$ cat src/logic/fsplit_pkg.sv
// constants for the frame start, pan and split-screen fetch address block
// assumes a byte-wide register port and an 8-bit register index space
package fsplit_pkg;

    // ------------------------------------------------------------
    // register indices
    // ------------------------------------------------------------
    localparam logic [7:0] ADDR_TOP_START_LOW  = 8'h0C;
    localparam logic [7:0] ADDR_TOP_START_HIGH = 8'h0D;
    localparam logic [7:0] ADDR_BOT_START_LOW  = 8'h0F;
    localparam logic [7:0] ADDR_BOT_START_HIGH = 8'h10;
    localparam logic [7:0] ADDR_LINE_OFFSET    = 8'h12;
    localparam logic [7:0] ADDR_TOP_SIZE_LOW   = 8'h13;
    localparam logic [7:0] ADDR_TOP_SIZE_HIGH  = 8'h14;
    localparam logic [7:0] ADDR_MODE           = 8'h20;
    localparam logic [7:0] ADDR_SHOWN_WIDTH    = 8'h21;
    localparam logic [7:0] ADDR_PANEL_LINES_LO = 8'h22;
    localparam logic [7:0] ADDR_PANEL_LINES_HI = 8'h23;
    localparam logic [7:0] ADDR_LINE_COUNT_LO  = 8'h24;
    localparam logic [7:0] ADDR_LINE_COUNT_HI  = 8'h25;
    localparam logic [7:0] ADDR_FETCH_LO       = 8'h26;
    localparam logic [7:0] ADDR_FETCH_HI       = 8'h27;

    // ------------------------------------------------------------
    // field layout and reset values
    // ------------------------------------------------------------
    localparam int          START_W       = 15;
    localparam int          SIZE_W        = 10;
    localparam int          ADDR_W        = 16;
    localparam int          MODE_ROT_BIT  = 0;
    localparam logic [7:0]  REG_RESET     = 8'h00;
    localparam logic [7:0]  READ_UNMAPPED = 8'h00;

endpackage : fsplit_pkg

$ cat src/logic/fetch_step_if.sv
// carrier between the frame sequencer and the line address generator
// assumes both ends share one clock
`timescale 1ns/1ps
interface fetch_step_if #(parameter int ADDR_W = 16);
    logic              load;
    logic [ADDR_W-1:0] load_value;
    logic              step;
    logic [ADDR_W-1:0] pitch;
    logic [ADDR_W-1:0] addr;

    modport ctrl (output load, output load_value, output step, output pitch, input addr);
    modport gen  (input load, input load_value, input step, input pitch, output addr);
endinterface : fetch_step_if

$ cat src/logic/frame_fetch_addr.sv
// frame start, pan and split-screen fetch address sequencer
// assumes frame_start and line_done are one-cycle pulses on clk
//
// What this block does
// - In landscape the top start value is a word offset giving the top-left pixel of a frame.
// - In landscape one unit of start value moves the image by one word of pixels.
// - In rotated mode the start value is a byte offset, halving the pan step.
// - The top start value is 15 bits: low register bits 7..0, high register 14..8, bit 7 reserved.
// - The top image always begins the frame and descends line by line from its start.
// - After the top vertical size in lines, lines are fetched from the bottom start value.
// - Line pitch in memory is displayed width plus the address offset.
// - The split may fall on any line, set only by the top vertical size.
// - The top vertical size is 10 bits over two registers; at or above panel lines there is no split.
// - Rotated mode has no split and ignores the bottom start value.
// - The address offset is 8 bits; zero means pitch equals the displayed width.
`timescale 1ns/1ps
module frame_fetch_addr
    import fsplit_pkg::*;
(
    // clock and reset
    input  wire logic              clk,
    input  wire logic              resetn,
    // register port
    input  wire logic [7:0]        reg_addr,
    input  wire logic [7:0]        reg_wdata,
    input  wire logic              reg_wr,
    input  wire logic              reg_rd,
    output logic      [7:0]        reg_rdata,
    // display timing
    input  wire logic              frame_start,
    input  wire logic              line_done,
    // fetch side
    output logic      [ADDR_W-1:0] fetch_addr,
    output logic                   fetch_bottom,
    output logic                   fetch_active
);

    // ------------------------------------------------------------
    // elaboration checks
    // ------------------------------------------------------------
    // scaling and readback are packed by hand for these widths
    if (ADDR_W != START_W + 1) begin : g_addr_w_check
        $error("fetch address must be one bit wider than a start value");
    end
    if (ADDR_W != 16) begin : g_addr_bytes_check
        $error("fetch address readback covers exactly two bytes");
    end
    if (SIZE_W != 10) begin : g_size_w_check
        $error("line counter must match the two split size registers");
    end

    // ------------------------------------------------------------
    // software registers
    // ------------------------------------------------------------
    logic [7:0]  top_start_low;
    logic [6:0]  top_start_high;
    logic [7:0]  bot_start_low;
    logic [6:0]  bot_start_high;
    logic [7:0]  line_offset;
    logic [7:0]  top_size_low;
    logic [1:0]  top_size_high;
    logic        rotate;
    logic [7:0]  shown_width;
    logic [7:0]  panel_lines_low;
    logic [1:0]  panel_lines_high;

    always_ff @(posedge clk or negedge resetn) begin
        if (!resetn) begin
            top_start_low    <= REG_RESET;
            top_start_high   <= REG_RESET[6:0];
            bot_start_low    <= REG_RESET;
            bot_start_high   <= REG_RESET[6:0];
            line_offset      <= REG_RESET;
            top_size_low     <= REG_RESET;
            top_size_high    <= REG_RESET[1:0];
            rotate           <= 1'b0;
            shown_width      <= REG_RESET;
            panel_lines_low  <= REG_RESET;
            panel_lines_high <= REG_RESET[1:0];
        end else if (reg_wr) begin
            if (reg_addr == ADDR_TOP_START_LOW) begin
                top_start_low <= reg_wdata;
            end else if (reg_addr == ADDR_TOP_START_HIGH) begin
                top_start_high <= reg_wdata[6:0];
            end else if (reg_addr == ADDR_BOT_START_LOW) begin
                bot_start_low <= reg_wdata;
            end else if (reg_addr == ADDR_BOT_START_HIGH) begin
                bot_start_high <= reg_wdata[6:0];
            end else if (reg_addr == ADDR_LINE_OFFSET) begin
                line_offset <= reg_wdata;
            end else if (reg_addr == ADDR_TOP_SIZE_LOW) begin
                top_size_low <= reg_wdata;
            end else if (reg_addr == ADDR_TOP_SIZE_HIGH) begin
                top_size_high <= reg_wdata[1:0];
            end else if (reg_addr == ADDR_MODE) begin
                rotate <= reg_wdata[MODE_ROT_BIT];
            end else if (reg_addr == ADDR_SHOWN_WIDTH) begin
                shown_width <= reg_wdata;
            end else if (reg_addr == ADDR_PANEL_LINES_LO) begin
                panel_lines_low <= reg_wdata;
            end else if (reg_addr == ADDR_PANEL_LINES_HI) begin
                panel_lines_high <= reg_wdata[1:0];
            end
        end
    end

    // ------------------------------------------------------------
    // frame shadow copies
    // ------------------------------------------------------------
    // sampled once per frame so a half-written 15-bit value never tears a frame
    logic [START_W-1:0] sh_bot_start;
    logic [SIZE_W-1:0]  sh_top_size;
    logic [SIZE_W-1:0]  sh_panel_lines;
    logic [7:0]         sh_offset;
    logic [7:0]         sh_width;
    logic               sh_rotate;

    always_ff @(posedge clk or negedge resetn) begin
        if (!resetn) begin
            sh_bot_start   <= '0;
            sh_top_size    <= '0;
            sh_panel_lines <= '0;
            sh_offset      <= '0;
            sh_width       <= '0;
            sh_rotate      <= 1'b0;
        end else if (frame_start) begin
            sh_bot_start   <= {bot_start_high, bot_start_low};
            sh_top_size    <= {top_size_high, top_size_low};
            sh_panel_lines <= {panel_lines_high, panel_lines_low};
            sh_offset      <= line_offset;
            sh_width       <= shown_width;
            sh_rotate      <= rotate;
        end
    end

    // ------------------------------------------------------------
    // address scaling
    // ------------------------------------------------------------
    logic [ADDR_W-1:0] next_top_byte;
    logic [ADDR_W-1:0] bot_byte;
    logic [ADDR_W-1:0] pitch_units;
    logic [ADDR_W-1:0] pitch_bytes;
    logic [START_W-1:0] live_top_start;

    assign live_top_start = {top_start_high, top_start_low};

    always_comb begin
        // words count double in bytes; rotated values already are bytes
        if (rotate) begin
            next_top_byte = ADDR_W'(live_top_start);
        end else begin
            next_top_byte = {live_top_start, 1'b0};
        end
        if (sh_rotate) begin
            bot_byte = ADDR_W'(sh_bot_start);
        end else begin
            bot_byte = {sh_bot_start, 1'b0};
        end
        pitch_units = ADDR_W'(sh_width) + ADDR_W'(sh_offset);
        if (sh_rotate) begin
            pitch_bytes = pitch_units;
        end else begin
            pitch_bytes = {pitch_units[ADDR_W-2:0], 1'b0};
        end
    end

    // ------------------------------------------------------------
    // frame sequencer
    // ------------------------------------------------------------
    typedef enum logic [1:0] {
        ST_IDLE   = 2'b01,
        ST_ACTIVE = 2'b10
    } seq_state_t;

    seq_state_t         state;
    logic [SIZE_W-1:0]  line_count;
    logic [SIZE_W-1:0]  next_line_count;
    logic               split_allowed;
    logic               take_bottom;

    assign next_line_count = line_count + 1'b1;
    // no split while rotated, nor when the top region covers the panel
    assign split_allowed = !sh_rotate && (sh_top_size < sh_panel_lines);
    assign take_bottom = (state == ST_ACTIVE) && line_done && split_allowed
                         && !fetch_bottom && (next_line_count == sh_top_size);

    always_ff @(posedge clk or negedge resetn) begin
        if (!resetn) begin
            state <= ST_IDLE;
        end else begin
            case (state)
                ST_IDLE: begin
                    if (frame_start) begin
                        state <= ST_ACTIVE;
                    end
                end
                ST_ACTIVE: begin
                    state <= ST_ACTIVE;
                end
                default: begin
                    state <= ST_IDLE;
                end
            endcase
        end
    end

    always_ff @(posedge clk or negedge resetn) begin
        if (!resetn) begin
            line_count <= '0;
        end else if (frame_start) begin
            line_count <= '0;
        end else if (state == ST_ACTIVE && line_done) begin
            line_count <= next_line_count;
        end
    end

    always_ff @(posedge clk or negedge resetn) begin
        if (!resetn) begin
            fetch_bottom <= 1'b0;
        end else if (frame_start) begin
            fetch_bottom <= 1'b0;
        end else if (take_bottom) begin
            fetch_bottom <= 1'b1;
        end
    end

    always_ff @(posedge clk or negedge resetn) begin
        if (!resetn) begin
            fetch_active <= 1'b0;
        end else if (frame_start) begin
            fetch_active <= 1'b1;
        end
    end

    // ------------------------------------------------------------
    // line address generator
    // ------------------------------------------------------------
    fetch_step_if #(.ADDR_W(ADDR_W)) fs ();

    always_comb begin
        fs.load       = frame_start || take_bottom;
        fs.load_value = frame_start ? next_top_byte : bot_byte;
        fs.step       = (state == ST_ACTIVE) && line_done && !take_bottom;
        fs.pitch      = pitch_bytes;
    end

    line_addr_gen u_gen (
        .clk    (clk),
        .resetn (resetn),
        .fs     (fs)
    );

    assign fetch_addr = fs.addr;

    // ------------------------------------------------------------
    // read port
    // ------------------------------------------------------------
    always_ff @(posedge clk or negedge resetn) begin
        if (!resetn) begin
            reg_rdata <= READ_UNMAPPED;
        end else if (!reg_rd) begin
            reg_rdata <= READ_UNMAPPED;
        end else if (reg_addr == ADDR_TOP_START_LOW) begin
            reg_rdata <= top_start_low;
        end else if (reg_addr == ADDR_TOP_START_HIGH) begin
            reg_rdata <= {1'b0, top_start_high};
        end else if (reg_addr == ADDR_BOT_START_LOW) begin
            reg_rdata <= bot_start_low;
        end else if (reg_addr == ADDR_BOT_START_HIGH) begin
            reg_rdata <= {1'b0, bot_start_high};
        end else if (reg_addr == ADDR_LINE_OFFSET) begin
            reg_rdata <= line_offset;
        end else if (reg_addr == ADDR_TOP_SIZE_LOW) begin
            reg_rdata <= top_size_low;
        end else if (reg_addr == ADDR_TOP_SIZE_HIGH) begin
            reg_rdata <= {6'h00, top_size_high};
        end else if (reg_addr == ADDR_MODE) begin
            reg_rdata <= {7'h00, rotate};
        end else if (reg_addr == ADDR_SHOWN_WIDTH) begin
            reg_rdata <= shown_width;
        end else if (reg_addr == ADDR_PANEL_LINES_LO) begin
            reg_rdata <= panel_lines_low;
        end else if (reg_addr == ADDR_PANEL_LINES_HI) begin
            reg_rdata <= {6'h00, panel_lines_high};
        end else if (reg_addr == ADDR_LINE_COUNT_LO) begin
            reg_rdata <= line_count[7:0];
        end else if (reg_addr == ADDR_LINE_COUNT_HI) begin
            reg_rdata <= {5'h00, fetch_bottom, line_count[9:8]};
        end else if (reg_addr == ADDR_FETCH_LO) begin
            reg_rdata <= fs.addr[7:0];
        end else if (reg_addr == ADDR_FETCH_HI) begin
            reg_rdata <= fs.addr[15:8];
        end else begin
            reg_rdata <= READ_UNMAPPED;
        end
    end

endmodule : frame_fetch_addr

$ cat src/logic/line_addr_gen.sv
// line start address accumulator
// assumes load and step never rise together; load wins if they do
`timescale 1ns/1ps
module line_addr_gen
    import fsplit_pkg::*;
(
    // clock and reset
    input  wire logic   clk,
    input  wire logic   resetn,
    // sequencer side
    fetch_step_if.gen   fs
);

    // ------------------------------------------------------------
    // accumulator
    // ------------------------------------------------------------
    always_ff @(posedge clk or negedge resetn) begin
        if (!resetn) begin
            fs.addr <= '0;
        end else if (fs.load) begin
            fs.addr <= fs.load_value;
        end else if (fs.step) begin
            // wraps modulo 2^ADDR_W; keeping inside the buffer is software's job
            fs.addr <= fs.addr + fs.pitch;
        end
    end

endmodule : line_addr_gen

$ cat config.mk
export PLATFORM = sky130hd
export DESIGN_NAME = frame_fetch_addr
export DESIGN_NICKNAME = d
export VERILOG_FILES = /design/src/logic/fsplit_pkg.sv /design/src/logic/fetch_step_if.sv /design/src/logic/frame_fetch_addr.sv /design/src/logic/line_addr_gen.sv
export SDC_FILE = /design/constraint.sdc
export NUM_CORES = 1
export LEC_CHECK = 0
export ABC_CLOCK_PERIOD_IN_PS = 6200
export BUFFER_PORTS_ARGS = -buffer_cell sky130_fd_sc_hd__buf_2
export CORE_ASPECT_RATIO = 0.9
export CORE_UTILIZATION = 67
export DETAILED_ROUTE_END_ITERATION = 8
export PLACE_DENSITY = 0.92
export SETUP_SLACK_MARGIN = 0.15
export SLEW_MARGIN = 30
export SYNTH_ARGS = -nofsm -noshare
export SYNTH_HDL_FRONTEND = slang
export SYNTH_SLANG_ARGS = --single-unit
$ cat constraint.sdc
create_clock -name clk -period 6.2 [get_ports clk]
set_input_delay 1.86 -clock clk [delete_from_list [all_inputs] [get_ports clk]]
set_output_delay 1.86 -clock clk [all_outputs]
set_load 0.01 [all_outputs]
# Yosys cells after proc, flatten, opt, wreduce, memory -nomap -nowiden
# Index checks and enable logic that the tools add are counted.
[totals]
reg_bits = 157
out_inout_bits = 26
[classes]
addsub = 3
n_lt_le_gt_ge = 1
eq_ne = 19
n_mux = 28
n_bitwise = 10
reduce_logical = 24
[op_table]
columns = ["op", "count"]
rows = [
  ["two-way mux 8 bit", 16],
  ["two-way mux 16 bit", 5],
  ["equality test 8 x 6 -> 1 bit (second input constant)", 8],
  ["equality test 8 x 5 -> 1 bit (second input constant)", 4],
  ["two-way mux 10 bit", 3],
  ["equality test 8 x 4 -> 1 bit (second input constant)", 3],
  ["adder 16 x 10 -> 16 bit", 1],
  ["AND reduction 12 bit", 1],
  ["AND reduction 11 bit", 1],
  ["adder 10 x 1 -> 10 bit (second input constant)", 1],
  ["equality test 10 bit", 1],
  ["< comparator 10 bit", 1],
  ["NOT 1 bit", 10],
  ["AND reduction 10 bit", 1],
  ["adder 8 x 8 -> 9 bit", 1],
  ["AND reduction 9 bit", 1],
  ["AND reduction 8 bit", 1],
  ["AND reduction 7 bit", 1],
  ["logical AND 1 bit", 6],
  ["AND reduction 6 bit", 1],
  ["nonzero test 2 bit", 3],
  ["AND reduction 5 bit", 1],
  ["case mux 2 bit (2 select lines)", 1],
  ["AND reduction 4 bit", 1],
  ["9 further kinds", 12],
]

# Depth between registers and ports, before layout
# Gate-level depths: netlist of run 1.
[depth]
depth_word = 17
mapped_depth = 17
ltp_nobuf = 17

# Modules after synthesis
# A second synthesis of run 1 with hierarchy kept.
[hier_totals]
hier_cells = 891
hier_area_um2 = 9185.1
[modules_own_cells]
columns = ["mod", "instances", "cells_per_inst", "area_per_inst_um2", "seq_area_each_um2"]
rows = [
  ["frame_fetch_addr", 1, 716, 7687.4, 3529.6],
  ["line_addr_gen", 1, 175, 1497.7, 400.4],
]

# Worst setup path before layout of run 1
# Ideal clock, no wire load.
[synth_timing]
path_type = "input -> register"
startpoint = "input line_done"
endpoint = "register u_gen.fs.addr[14]"
setup_ns = 0.131
arrival_ns = 3.606
required_time_ns = 6.069
path_slack_ns = 2.463
stages = 8
path_buffers = 1
path_cell_list = "and2_1 -> buf_2 -> nand3_1 -> or4_4 -> nor4_4 -> nand3_2 -> nor4b_1 -> or3_1"
[synth_between]
elab_chain_len = 7
elab_cells_between_ends = 9
cone_classes = "1 x mux; 8 x reduce/logical"
[synth_lines]
columns = ["item", "line_no", "source"]
rows = [
  ["from (decl)", "frame_fetch_addr.sv:31", "input wire logic line_done,"],
  ["logical AND 1 bit *", "frame_fetch_addr.sv:184, frame_fetch_addr.sv:243", ""],
  ["logical AND 1 bit", "frame_fetch_addr.sv:184", "assign take_bottom = (state == ST_ACTIVE) && line_done && split_allowed"],
  ["logical AND 1 bit (2 in a row)", "frame_fetch_addr.sv:185", "&& !fetch_bottom && (next_line_count == sh_top_size);"],
  ["logical NOT 1 bit", "frame_fetch_addr.sv:243", "fs.step = (state == ST_ACTIVE) && line_done && !take_bottom;"],
  ["logical AND 1 bit", "frame_fetch_addr.sv:243", ""],
  ["nonzero test 2 bit (no line)", "n/a", ""],
  ["to (signal assigned)", "line_addr_gen.sv:21", "fs.addr <= fs.load_value;"],
  ["to (signal assigned)", "line_addr_gen.sv:24", "fs.addr <= fs.addr + fs.pitch;"],
  ["to (decl)", "fetch_step_if.sv:12", "modport gen (input load, input load_value, input step, input pitch, output addr);"],
]
# Mark *: on every way between the ends. The rest lies on a longest branch, timed or not.
# A chain may end at the register's enable or synchronous reset.

# Final worst setup path of run 1
[layout_timing]
startpoint = "register sh_offset[1]"
endpoint = "register u_gen.fs.addr[15]"
[layout_between]
elab_chain_len = 5
[layout_lines]
columns = ["item", "line_no", "source"]
rows = [
  ["from (decl)", "frame_fetch_addr.sv:114", "logic [7:0] sh_offset;"],
  ["from (signal assigned)", "frame_fetch_addr.sv:130", "sh_offset <= line_offset;"],
  ["adder 8 x 8 -> 9 bit", "frame_fetch_addr.sv:159", "pitch_units = ADDR_W'(sh_width) + ADDR_W'(sh_offset);"],
  ["two-way mux 10 bit", "frame_fetch_addr.sv:160", "if (sh_rotate) begin"],
  ["adder 16 x 10 -> 16 bit", "line_addr_gen.sv:24", ""],
  ["two-way mux 16 bit", "line_addr_gen.sv:22", "end else if (fs.step) begin"],
  ["two-way mux 16 bit", "line_addr_gen.sv:20", "end else if (fs.load) begin"],
]
# Every way passes these cells. The select of a mux whose other input is x is not followed.

==> results of run 1 <==
==> Yosys cell counts (5+ instances only) <==
cell | n | area share (%)
sky130_fd_sc_hd__mux2i_1 | 33 | 3.7
sky130_fd_sc_hd__nor2_1 | 38 | 1.6
sky130_fd_sc_hd__o31ai_1 | 6 | 0.51
sky130_fd_sc_hd__nand2_1 | 69 | 2.9
sky130_fd_sc_hd__ha_1 | 30 | 4.2
sky130_fd_sc_hd__dfrtp_1 | 156 | 44
sky130_fd_sc_hd__clkbuf_1 | 30 | 1.3
sky130_fd_sc_hd__a22o_1 | 6 | 0.59
sky130_fd_sc_hd__a21o_1 | 7 | 0.59
sky130_fd_sc_hd__mux2_2 | 127 | 16
sky130_fd_sc_hd__and2_1 | 5 | 0.35
sky130_fd_sc_hd__a221oi_1 | 8 | 0.79
sky130_fd_sc_hd__buf_1 | 7 | 0.30
sky130_fd_sc_hd__xnor2_1 | 21 | 2.1
sky130_fd_sc_hd__a211oi_1 | 13 | 1.1
sky130_fd_sc_hd__o21ai_0 | 46 | 2.6
sky130_fd_sc_hd__nand2b_1 | 5 | 0.35
sky130_fd_sc_hd__nor2b_1 | 12 | 0.85
sky130_fd_sc_hd__xor2_1 | 13 | 1.3
sky130_fd_sc_hd__nand3_1 | 23 | 1.3
sky130_fd_sc_hd__a22oi_1 | 9 | 0.76
sky130_fd_sc_hd__or3_1 | 6 | 0.42
sky130_fd_sc_hd__nand4_1 | 5 | 0.35
sky130_fd_sc_hd__buf_2 | 6 | 0.34
sky130_fd_sc_hd__a21oi_1 | 41 | 2.3
sky130_fd_sc_hd__o21a_1 | 6 | 0.51
sky130_fd_sc_hd__inv_1 | 28 | 1.2
sky130_fd_sc_hd__nor3_1 | 8 | 0.45
==> routing by layer <==
metal  vias up  track usage (%)
li1       3056                -
met1      3349             51.5
met2       382             53.3
met3        66             10.8
met4         0             14.8
met5         -                0
==> metrics by stage <==
stage	hold slack (ns)	total power, mW	cell area [um2]
2_1_floorplan	0.464	1.45	8860
3_3_place_gp	0.444	1.58	9180
3_5_place_dp	0.454	1.60	9180
4_1_cts	0.472	2.69	9790
5_1_grt	0.485	2.80	9790
6_report	0.464	2.70	9790
==> where the power goes <==
part / switching, mW / internal, mW / total (mW)
Sequential: 0.0848 / 1.09 / 1.18
Combinational: 0.247 / 0.175 / 0.422
Clock: 0.479 / 0.621 / 1.10
Total: 0.811 / 1.89 / 2.70
==> state kept, by name, summed over array words and instances (netlist names), 2 cells and up <==
signal	cells
bot_start_high	7
bot_start_low	8
line_count	10
line_offset	8
panel_lines_high	2
panel_lines_low	8
reg_rdata	8
sh_bot_start	15
sh_offset	8
sh_panel_lines	10
sh_top_size	10
sh_width	8
shown_width	8
state	2
top_size_high	2
top_size_low	8
top_start_high	7
top_start_low	8
u_gen.fs.addr	16
==> how the worst max path moves through the flow <==
stage | slack, ns | cells after the start | to | start
2_1_floorplan | 2.46 | 8 | u_gen.fs.addr[14] | line_done
3_3_place_gp | 1.97 | 9 | u_gen.fs.addr[14] | line_done
3_5_place_dp | 1.93 | 9 | u_gen.fs.addr[14] | line_done
4_1_cts | 2.27 | 15 | u_gen.fs.addr[15] | sh_offset[1]
5_1_grt | 1.88 | 17 | u_gen.fs.addr[15] | sh_offset[0]
6_report | 2.21 | 15 | u_gen.fs.addr[15] | sh_offset[1]
==> final cells by class <==
class	count	share of cell area, %
sequential	157	40.2
inverter	28	1.07
multi-input combinational	600	47.5
tap	164	2.10
clock buffer	18	4.49
timing repair buffer	53	2.95
clock inverter	14	1.76
==> worst max-delay path, stage by stage, from the launching register on <==
cell and delay, ns:
sky130_fd_sc_hd__dfrtp_1 0.38, sky130_fd_sc_hd__ha_1 0.28, sky130_fd_sc_hd__a21o_1 0.18, sky130_fd_sc_hd__a21oi_1 0.21
sky130_fd_sc_hd__o21ai_0 0.15, sky130_fd_sc_hd__a2111oi_0 0.43, sky130_fd_sc_hd__nor3_1 0.12, sky130_fd_sc_hd__xor2_1 0.21
sky130_fd_sc_hd__mux2_2 0.33, sky130_fd_sc_hd__ha_1 0.35, sky130_fd_sc_hd__nand3_1 0.09, sky130_fd_sc_hd__a211oi_1 0.29
sky130_fd_sc_hd__o311ai_1 0.21, sky130_fd_sc_hd__a211oi_1 0.32, sky130_fd_sc_hd__xnor2_1 0.17, sky130_fd_sc_hd__a21oi_1 0.09
==> cell families (layout without fill, tap and decap cells) <==
kind of cell	Yosys count	after routing	share of synthesized area, %
AND/OR/NAND/NOR	193	193	10.7
XOR/XNOR	34	34	3.36
AO/OA/AOI/OAI	180	180	13.6
multiplexers	161	161	20.1
adder cells (fa/ha/maj)	32	32	4.69
flip-flops	157	157	44.4
buffers and inverters	72	113	3.22
==> insert_results.sql, run 1 <==
INSERT INTO impl_metrics (metric_group, metric, value, unit) VALUES
('min_path', 'min-delay-start', 'fetch_active', ''),
('critical_path', 'timing.rr.end', 'u_gen.fs.addr[15]', ''),
('timing', 'worst-slew-pin-transition', '0.915', 'ns'),
('clock_tree', 'cts.sinks', '157', ''),
('timing', 'finalMaxSlewViolations', '0', ''),
('global_routing', 'combined_global_route_utilization_of_all_metal_layers', '36.7', '%'),
('power_and_ir_drop', 'total_leakage_power', '4.60', 'nW'),
('drt', 'antenna_violating_nets_post_route', '0', ''),
('drt', 'routed_via_density', '6.63', ''),
('global_routing', 'grt_max_degree', '86', ''),
('clock_tree', 'cts-hold-fix-buffers', '0', ''),
('floorplanning', 'die_height', '111', 'um'),
('drt', 'wl_met1', '10.1', 'mm'),
('floorplanning', 'io_pins', '48', ''),
('timing', 'finalSetupViolations', '0', ''),
('drt', 'routed-wl-met2', '10.3', 'mm'),
('clock_tree', 'clock_tree.root_cell', 'sky130_fd_sc_hd__clkbuf_16', ''),
('global_routing', 'grt_overflow', '0', ''),
('final_layout', 'num-fill-cells', '813', ''),
('final_layout', 'number_of_cells_in_the_finished_layout_apart_from_fillers', '1034', ''),
('placed_design', 'pre_cts_slack', '1.93', 'ns'),
('outcome', 'outcome', 'finished clean', ''),
('critical_path', 'critical_path_arrival', '4.28', 'ns'),
('logic_synthesis', 'synth-edff-count', '0', ''),
('critical_path', 'cp_max_fo', '4', ''),
('clock_tree', 'cts_setup_buffers', '0', ''),
('logic_synthesis', 'syn-num-nets', '883', ''),
('critical_path', 'critical_path.endpoint_type', 'register', ''),
('job', 'drv_cap', '0', ''),
('min_path', 'holdCritPathClass', 'register to register', ''),
('logic_synthesis', 'syn-mean-instance-area', '10.7', 'um2'),
('drt', 'met3WireLength', '2.36', 'mm'),
('critical_path', 'worstSetupPathType', 'register to register', ''),
('floorplanning', 'fp.dieW', '123', 'um'),
('floorplanning', 'core', '12800', 'um2'),
('drt', 'drtPass1Iterations', '9', ''),
('drt', 'drt_iter0_markers', '923', ''),
('timing', 'period_needed', '3.99', 'ns'),
('timing', 'fin_setup_tns', '0', 'ns'),
('logic_synthesis', 'postSynth.asyncResetShare', '100', '%'),
('logic_synthesis', 'yosysWarningCount', '0', ''),
('drt', 'routedWlPerCell', '22.8', 'um'),
('floorplanning', 'rows', '39', ''),
('placed_design', 'place.detailed.hpwl', '16.6', 'mm'),
('final_layout', 'design.final.nets', '911', ''),
('clock_tree', 'clock_latency', '0.45', 'ns'),
('clock_tree', 'cts_buffers', '17', ''),
('global_routing', 'first_global_vias', '6521', ''),
('placed_design', 'place_inst', '1002', ''),
('power_and_ir_drop', 'power_density', '276', 'nW/um2'),
('drt', 'detail_route.drc_violations', '0', ''),
('drt', 'wirelength', '23.6', 'mm'),
('timing', 'min_period_over_period', '64.3', '%'),
('timing', 'achievable-frequency', '251', 'MHz'),
('timing', 'final_critical_path_setup_slack', '2.21', 'ns'),
('timing', 'skew_final', '0.00952', 'ns'),
('critical_path', 'timing.reg2reg.worst_path_depth', '15', ''),
('final_layout', 'regArea', '3930', 'um2'),
('logic_synthesis', 'syn_inst', '829', ''),
('final_layout', 'area_taken_by_multi_input_logic_gates', '4650', 'um2'),
('logic_synthesis', 'synthFlopType', 'sky130_fd_sc_hd__dfrtp_1', ''),
('power_and_ir_drop', 'vdd_ir_drop_max', '329', 'uV'),
('drt', 'dr_total_vias', '6853', ''),
('final_layout', 'layout-drive-gt1-share', '26.2', '%'),
('min_path', 'worst_hold_path.endpoint', 'fetch_active', ''),
('logic_synthesis', 'ys_seq_elements', '157', ''),
('timing', 'finalHoldViolations', '0', ''),
('global_routing', 'grt_first_pass_wirelength', '36.6', 'mm'),
('clock_tree', 'cts_repair_resize_count', '0', ''),
('clock_tree', 'cts_tree', 'yes', ''),
('placed_design', 'gp_congestion', '1.02', '');
Power figures use the tool's default switching activity.
==> run 2: changes to the inputs <==
--- a/config.mk
+++ b/config.mk
@@ -5,12 +5,12 @@
 export SDC_FILE = /design/constraint.sdc
 export NUM_CORES = 1
 export LEC_CHECK = 0
-export ABC_CLOCK_PERIOD_IN_PS = 6200
+export ABC_CLOCK_PERIOD_IN_PS = 4100
 export BUFFER_PORTS_ARGS = -buffer_cell sky130_fd_sc_hd__buf_2
 export CORE_ASPECT_RATIO = 0.9
-export CORE_UTILIZATION = 67
+export CORE_UTILIZATION = 62
 export DETAILED_ROUTE_END_ITERATION = 8
-export PLACE_DENSITY = 0.92
+export PLACE_DENSITY = 0.87
 export SETUP_SLACK_MARGIN = 0.15
 export SLEW_MARGIN = 30
 export SYNTH_ARGS = -nofsm -noshare
==> constraint.sdc (replaced) <==
create_clock -name clk -period 4.1 [get_ports clk]
set_input_delay 1.23 -clock clk [delete_from_list [all_inputs] [get_ports clk]]
set_output_delay 1.23 -clock clk [all_outputs]
set_load 0.01 [all_outputs]
==> run 2 against run 1 <==
Against the previous run:
- final cell count increased by 4.1%
- sequential power increased by 52%
- critical endpoint is now u_gen.fs.addr[14]
- non-clock buffer count increased by 13
- final area increased by 1.4%
- clock power increased by 43%
- clock-buffer cell count increased by 3
- register-to-register slack got worse by 1.8 ns
- largest cell class unchanged
- core utilization decreased by 5.7 points
- maximum frequency increased by 8.4%
- critical path depth increased by 1
- first-iteration DRC count decreased by 19%
- power increased by 48%
- critical path type unchanged
==> insert_results.sql, run 2 (same netlist as run 1, synthesis figures left out) <==
INSERT INTO impl_metrics (metric_group, metric, value, unit) VALUES
('clock_tree', 'cts_htree_levels', '4', ''),
('placed_design', 'dpl-instance-area', '9320', 'um2'),
('min_path', 'holdCritPathClass', 'register to register', ''),
('final_layout', 'layout_common_cells', 'sky130_fd_sc_hd__dfrtp_1 (156), sky130_fd_sc_hd__mux2_2 (127), sky130_fd_sc_hd__nand2_1 (69)', ''),
('critical_path', 'startpoint_type', 'register', ''),
('timing', 'fin_setup_tns', '0', 'ns'),
('drt', 'detail_route.drc_violations', '0', ''),
('timing', 'finalMaxSlewViolations', '0', ''),
('timing', 'achievable-frequency', '272', 'MHz'),
('power_and_ir_drop', 'total_leakage_power', '4.64', 'nW'),
('placed_design', 'gp_congestion', '0.965', ''),
('placed_design', 'place.detailed.hpwl', '17.3', 'mm'),
('final_layout', 'num-fill-cells', '1005', ''),
('floorplanning', 'dieArea', '14800', 'um2'),
('final_layout', 'commonest_non_fill_non_tap_cell_in_the_layout', 'sky130_fd_sc_hd__dfrtp_1', ''),
('final_layout', 'design.final.nets', '924', ''),
('global_routing', 'grt_first_pass_wirelength', '37.1', 'mm'),
('power_and_ir_drop', 'totalPowerFinal', '4.01', 'mW'),
('clock_tree', 'clock_tree.root_cell', 'sky130_fd_sc_hd__clkbuf_16', ''),
('global_routing', 'combined_global_route_utilization_of_all_metal_layers', '34.4', '%'),
('drt', 'wirelength', '24.1', 'mm'),
('drt', 'dr_total_vias', '6913', ''),
('drt', 'drt_iter0_markers', '746', ''),
('timing', 'skew_final', '0.0113', 'ns'),
('power_and_ir_drop', 'vdd_ir_drop_max', '328', 'uV'),
('final_layout', 'largest_register', 'u_gen.fs.addr', ''),
('power_and_ir_drop', 'power_frac_seq', '44.6', '%'),
('placed_design', 'place_inst', '1044', ''),
('floorplanning', 'die_height', '115', 'um'),
('drt', 'routedWlPerCell', '22.4', 'um'),
('timing', 'worst-slew-pin-transition', '0.817', 'ns'),
('drt', 'antenna_violating_nets_post_route', '0', ''),
('drt', 'drtPass1Iterations', '5', ''),
('final_layout', 'syn_to_final_growth', '12.0', '%'),
('final_layout', 'antenna-diode-count', '0', ''),
('final_layout', 'layout-drive-gt1-share', '27.3', '%'),
('drt', 'routed_via_density', '6.42', ''),
('power_and_ir_drop', 'int_power', '2.84', 'mW'),
('clock_tree', 'path_clk_slew', '0.06', 'ns'),
('timing', 'finalHoldViolations', '0', ''),
('final_layout', 'largest_register_ff_count', '16', ''),
('power_and_ir_drop', 'p_clk_share', '39.2', '%'),
('timing', 'final_critical_path_setup_slack', '0.425', 'ns'),
('timing', 'setup_repair_after_global_routing_missed_its_margin', 'no', ''),
('timing', 'hold_slack', '0.457', 'ns'),
('timing', 'timing.slew.headroom', '45.6', '%'),
('placed_design', 'pre_cts_slack', '0.396', 'ns'),
('floorplanning', 'effective_utilization_at_floorplan', '63.3', '%'),
('global_routing', 'grt_overflow', '0', ''),
('final_layout', 'number_of_cells_in_the_finished_layout_apart_from_fillers', '1076', ''),
('job', 'drv_cap', '0', ''),
('floorplanning', 'fp.dieW', '128', 'um'),
('critical_path', 'cp_max_fo', '4', ''),
('timing', 'period_needed', '3.68', 'ns'),
('clock_tree', 'cts.path.max_buffers', '2', ''),
('final_layout', 'post-route-util', '70.8', '%'),
('floorplanning', 'io_pins', '48', ''),
('global_routing', 'grt_antenna_before_repair', '1', ''),
('critical_path', 'critical_path.endpoint_type', 'register', ''),
('timing', 'min_period_over_period', '89.6', '%'),
('outcome', 'outcome', 'finished clean', ''),
('floorplanning', 'rows', '41', ''),
('placed_design', 'port_buffers', '47', ''),
('timing', 'finalSetupViolations', '0', ''),
('global_routing', 'grt_max_degree', '83', ''),
('final_layout', 'final_area', '9920', 'um2'),
('floorplanning', 'core', '14000', 'um2'),
('power_and_ir_drop', 'power.share.combinational', '16.2', '%'),
('critical_path', 'worstSetupPathType', 'register to register', ''),
('power_and_ir_drop', 'power_switching', '1.16', 'mW'),
('clock_tree', 'clock_latency', '0.44', 'ns'),
('clock_tree', 'cts.sinks', '157', ''),
('clock_tree', 'cts_buffers', '17', ''),
('final_layout', 'biggestRegsByFlops', 'u_gen.fs.addr (16), sh_bot_start (15)', ''),
('critical_path', 'timing.critical_path.required', '4.41', 'ns'),
('power_and_ir_drop', 'sw_frac_of_total', '29.1', '%'),
('clock_tree', 'cts_setup_buffers', '0', ''),
('clock_tree', 'cts_tree', 'yes', ''),
('critical_path', 'critical_path_arrival', '3.99', 'ns'),
('power_and_ir_drop', 'power_density', '404', 'nW/um2'),
('global_routing', 'first_global_vias', '6646', '');
## run 2: path summary, 6_finish.rpt
| check | start | end | slack [ns] | depth (start not counted) |
|---|---|---|---|---|
| min in group asynchronous | resetn | line_count[6] | 0.83 | 1 |
| max in group asynchronous | resetn | sh_bot_start[2] | 2.47 | 2 |
| worst max-delay path | sh_offset[0] | u_gen.fs.addr[14] | 0.42 | 16 |
| worst min register to register | fetch_active | fetch_active | 0.46 | 1 |
| worst min-delay path | fetch_active | fetch_active | 0.46 | 1 |
| worst max register to register | sh_offset[0] | u_gen.fs.addr[14] | 0.42 | 16 |
## run 2: power groups by stage
stage	combinational [mW]	clock (mW)	sequential, mW
floorplan	0.436	0	1.75
global placement	0.619	0	1.80
detailed placement	0.637	0	1.81
CTS	0.643	1.58	1.78
global route	0.715	1.65	1.79
finish	0.650	1.57	1.79
## run 2: cell type report
| type | count | area, um2 | area share, % |
|---|---|---|---|
| multi-input cells | 600 | 4660 | 47.0 |
| flip-flops and latches | 157 | 3930 | 39.6 |
| clock buffers | 21 | 450 | 4.54 |
| repair buffers | 66 | 399 | 4.02 |
| well taps | 193 | 241 | 2.43 |
| clock inverters | 11 | 131 | 1.32 |
| inverters | 28 | 105 | 1.06 |
## run 2: timing repair
item,4_1_cts,5_1_grt
endpoints found under the hold margin,0,0
resized for setup,0,4
hold buffers,0,0
endpoints found under the setup margin,0,4
## run 2: worst max-delay path: stages (launching register included)
cell                       delay [ns]
sky130_fd_sc_hd__dfrtp_1         0.36
sky130_fd_sc_hd__ha_1            0.17
sky130_fd_sc_hd__inv_1           0.06
sky130_fd_sc_hd__fa_1            0.40
sky130_fd_sc_hd__nor2b_1         0.11
sky130_fd_sc_hd__o21ai_0         0.09
sky130_fd_sc_hd__a21boi_0        0.16
sky130_fd_sc_hd__o21ai_0         0.10
sky130_fd_sc_hd__a21boi_0        0.24
sky130_fd_sc_hd__nor2_1          0.10
sky130_fd_sc_hd__mux2_2          0.28
sky130_fd_sc_hd__ha_1            0.33
sky130_fd_sc_hd__o221ai_1        0.18
sky130_fd_sc_hd__a211o_1         0.33
sky130_fd_sc_hd__a21oi_1         0.16
sky130_fd_sc_hd__nor4b_1         0.08
sky130_fd_sc_hd__or3_1           0.39
## run 2: layer usage
layer / part of all wire [%] / global-route usage [%]
met1: 42 / 46.6
met2: 44 / 51.7
met3: 11 / 11.3
met4: 3.3 / 13.4
met5: 0 / 0
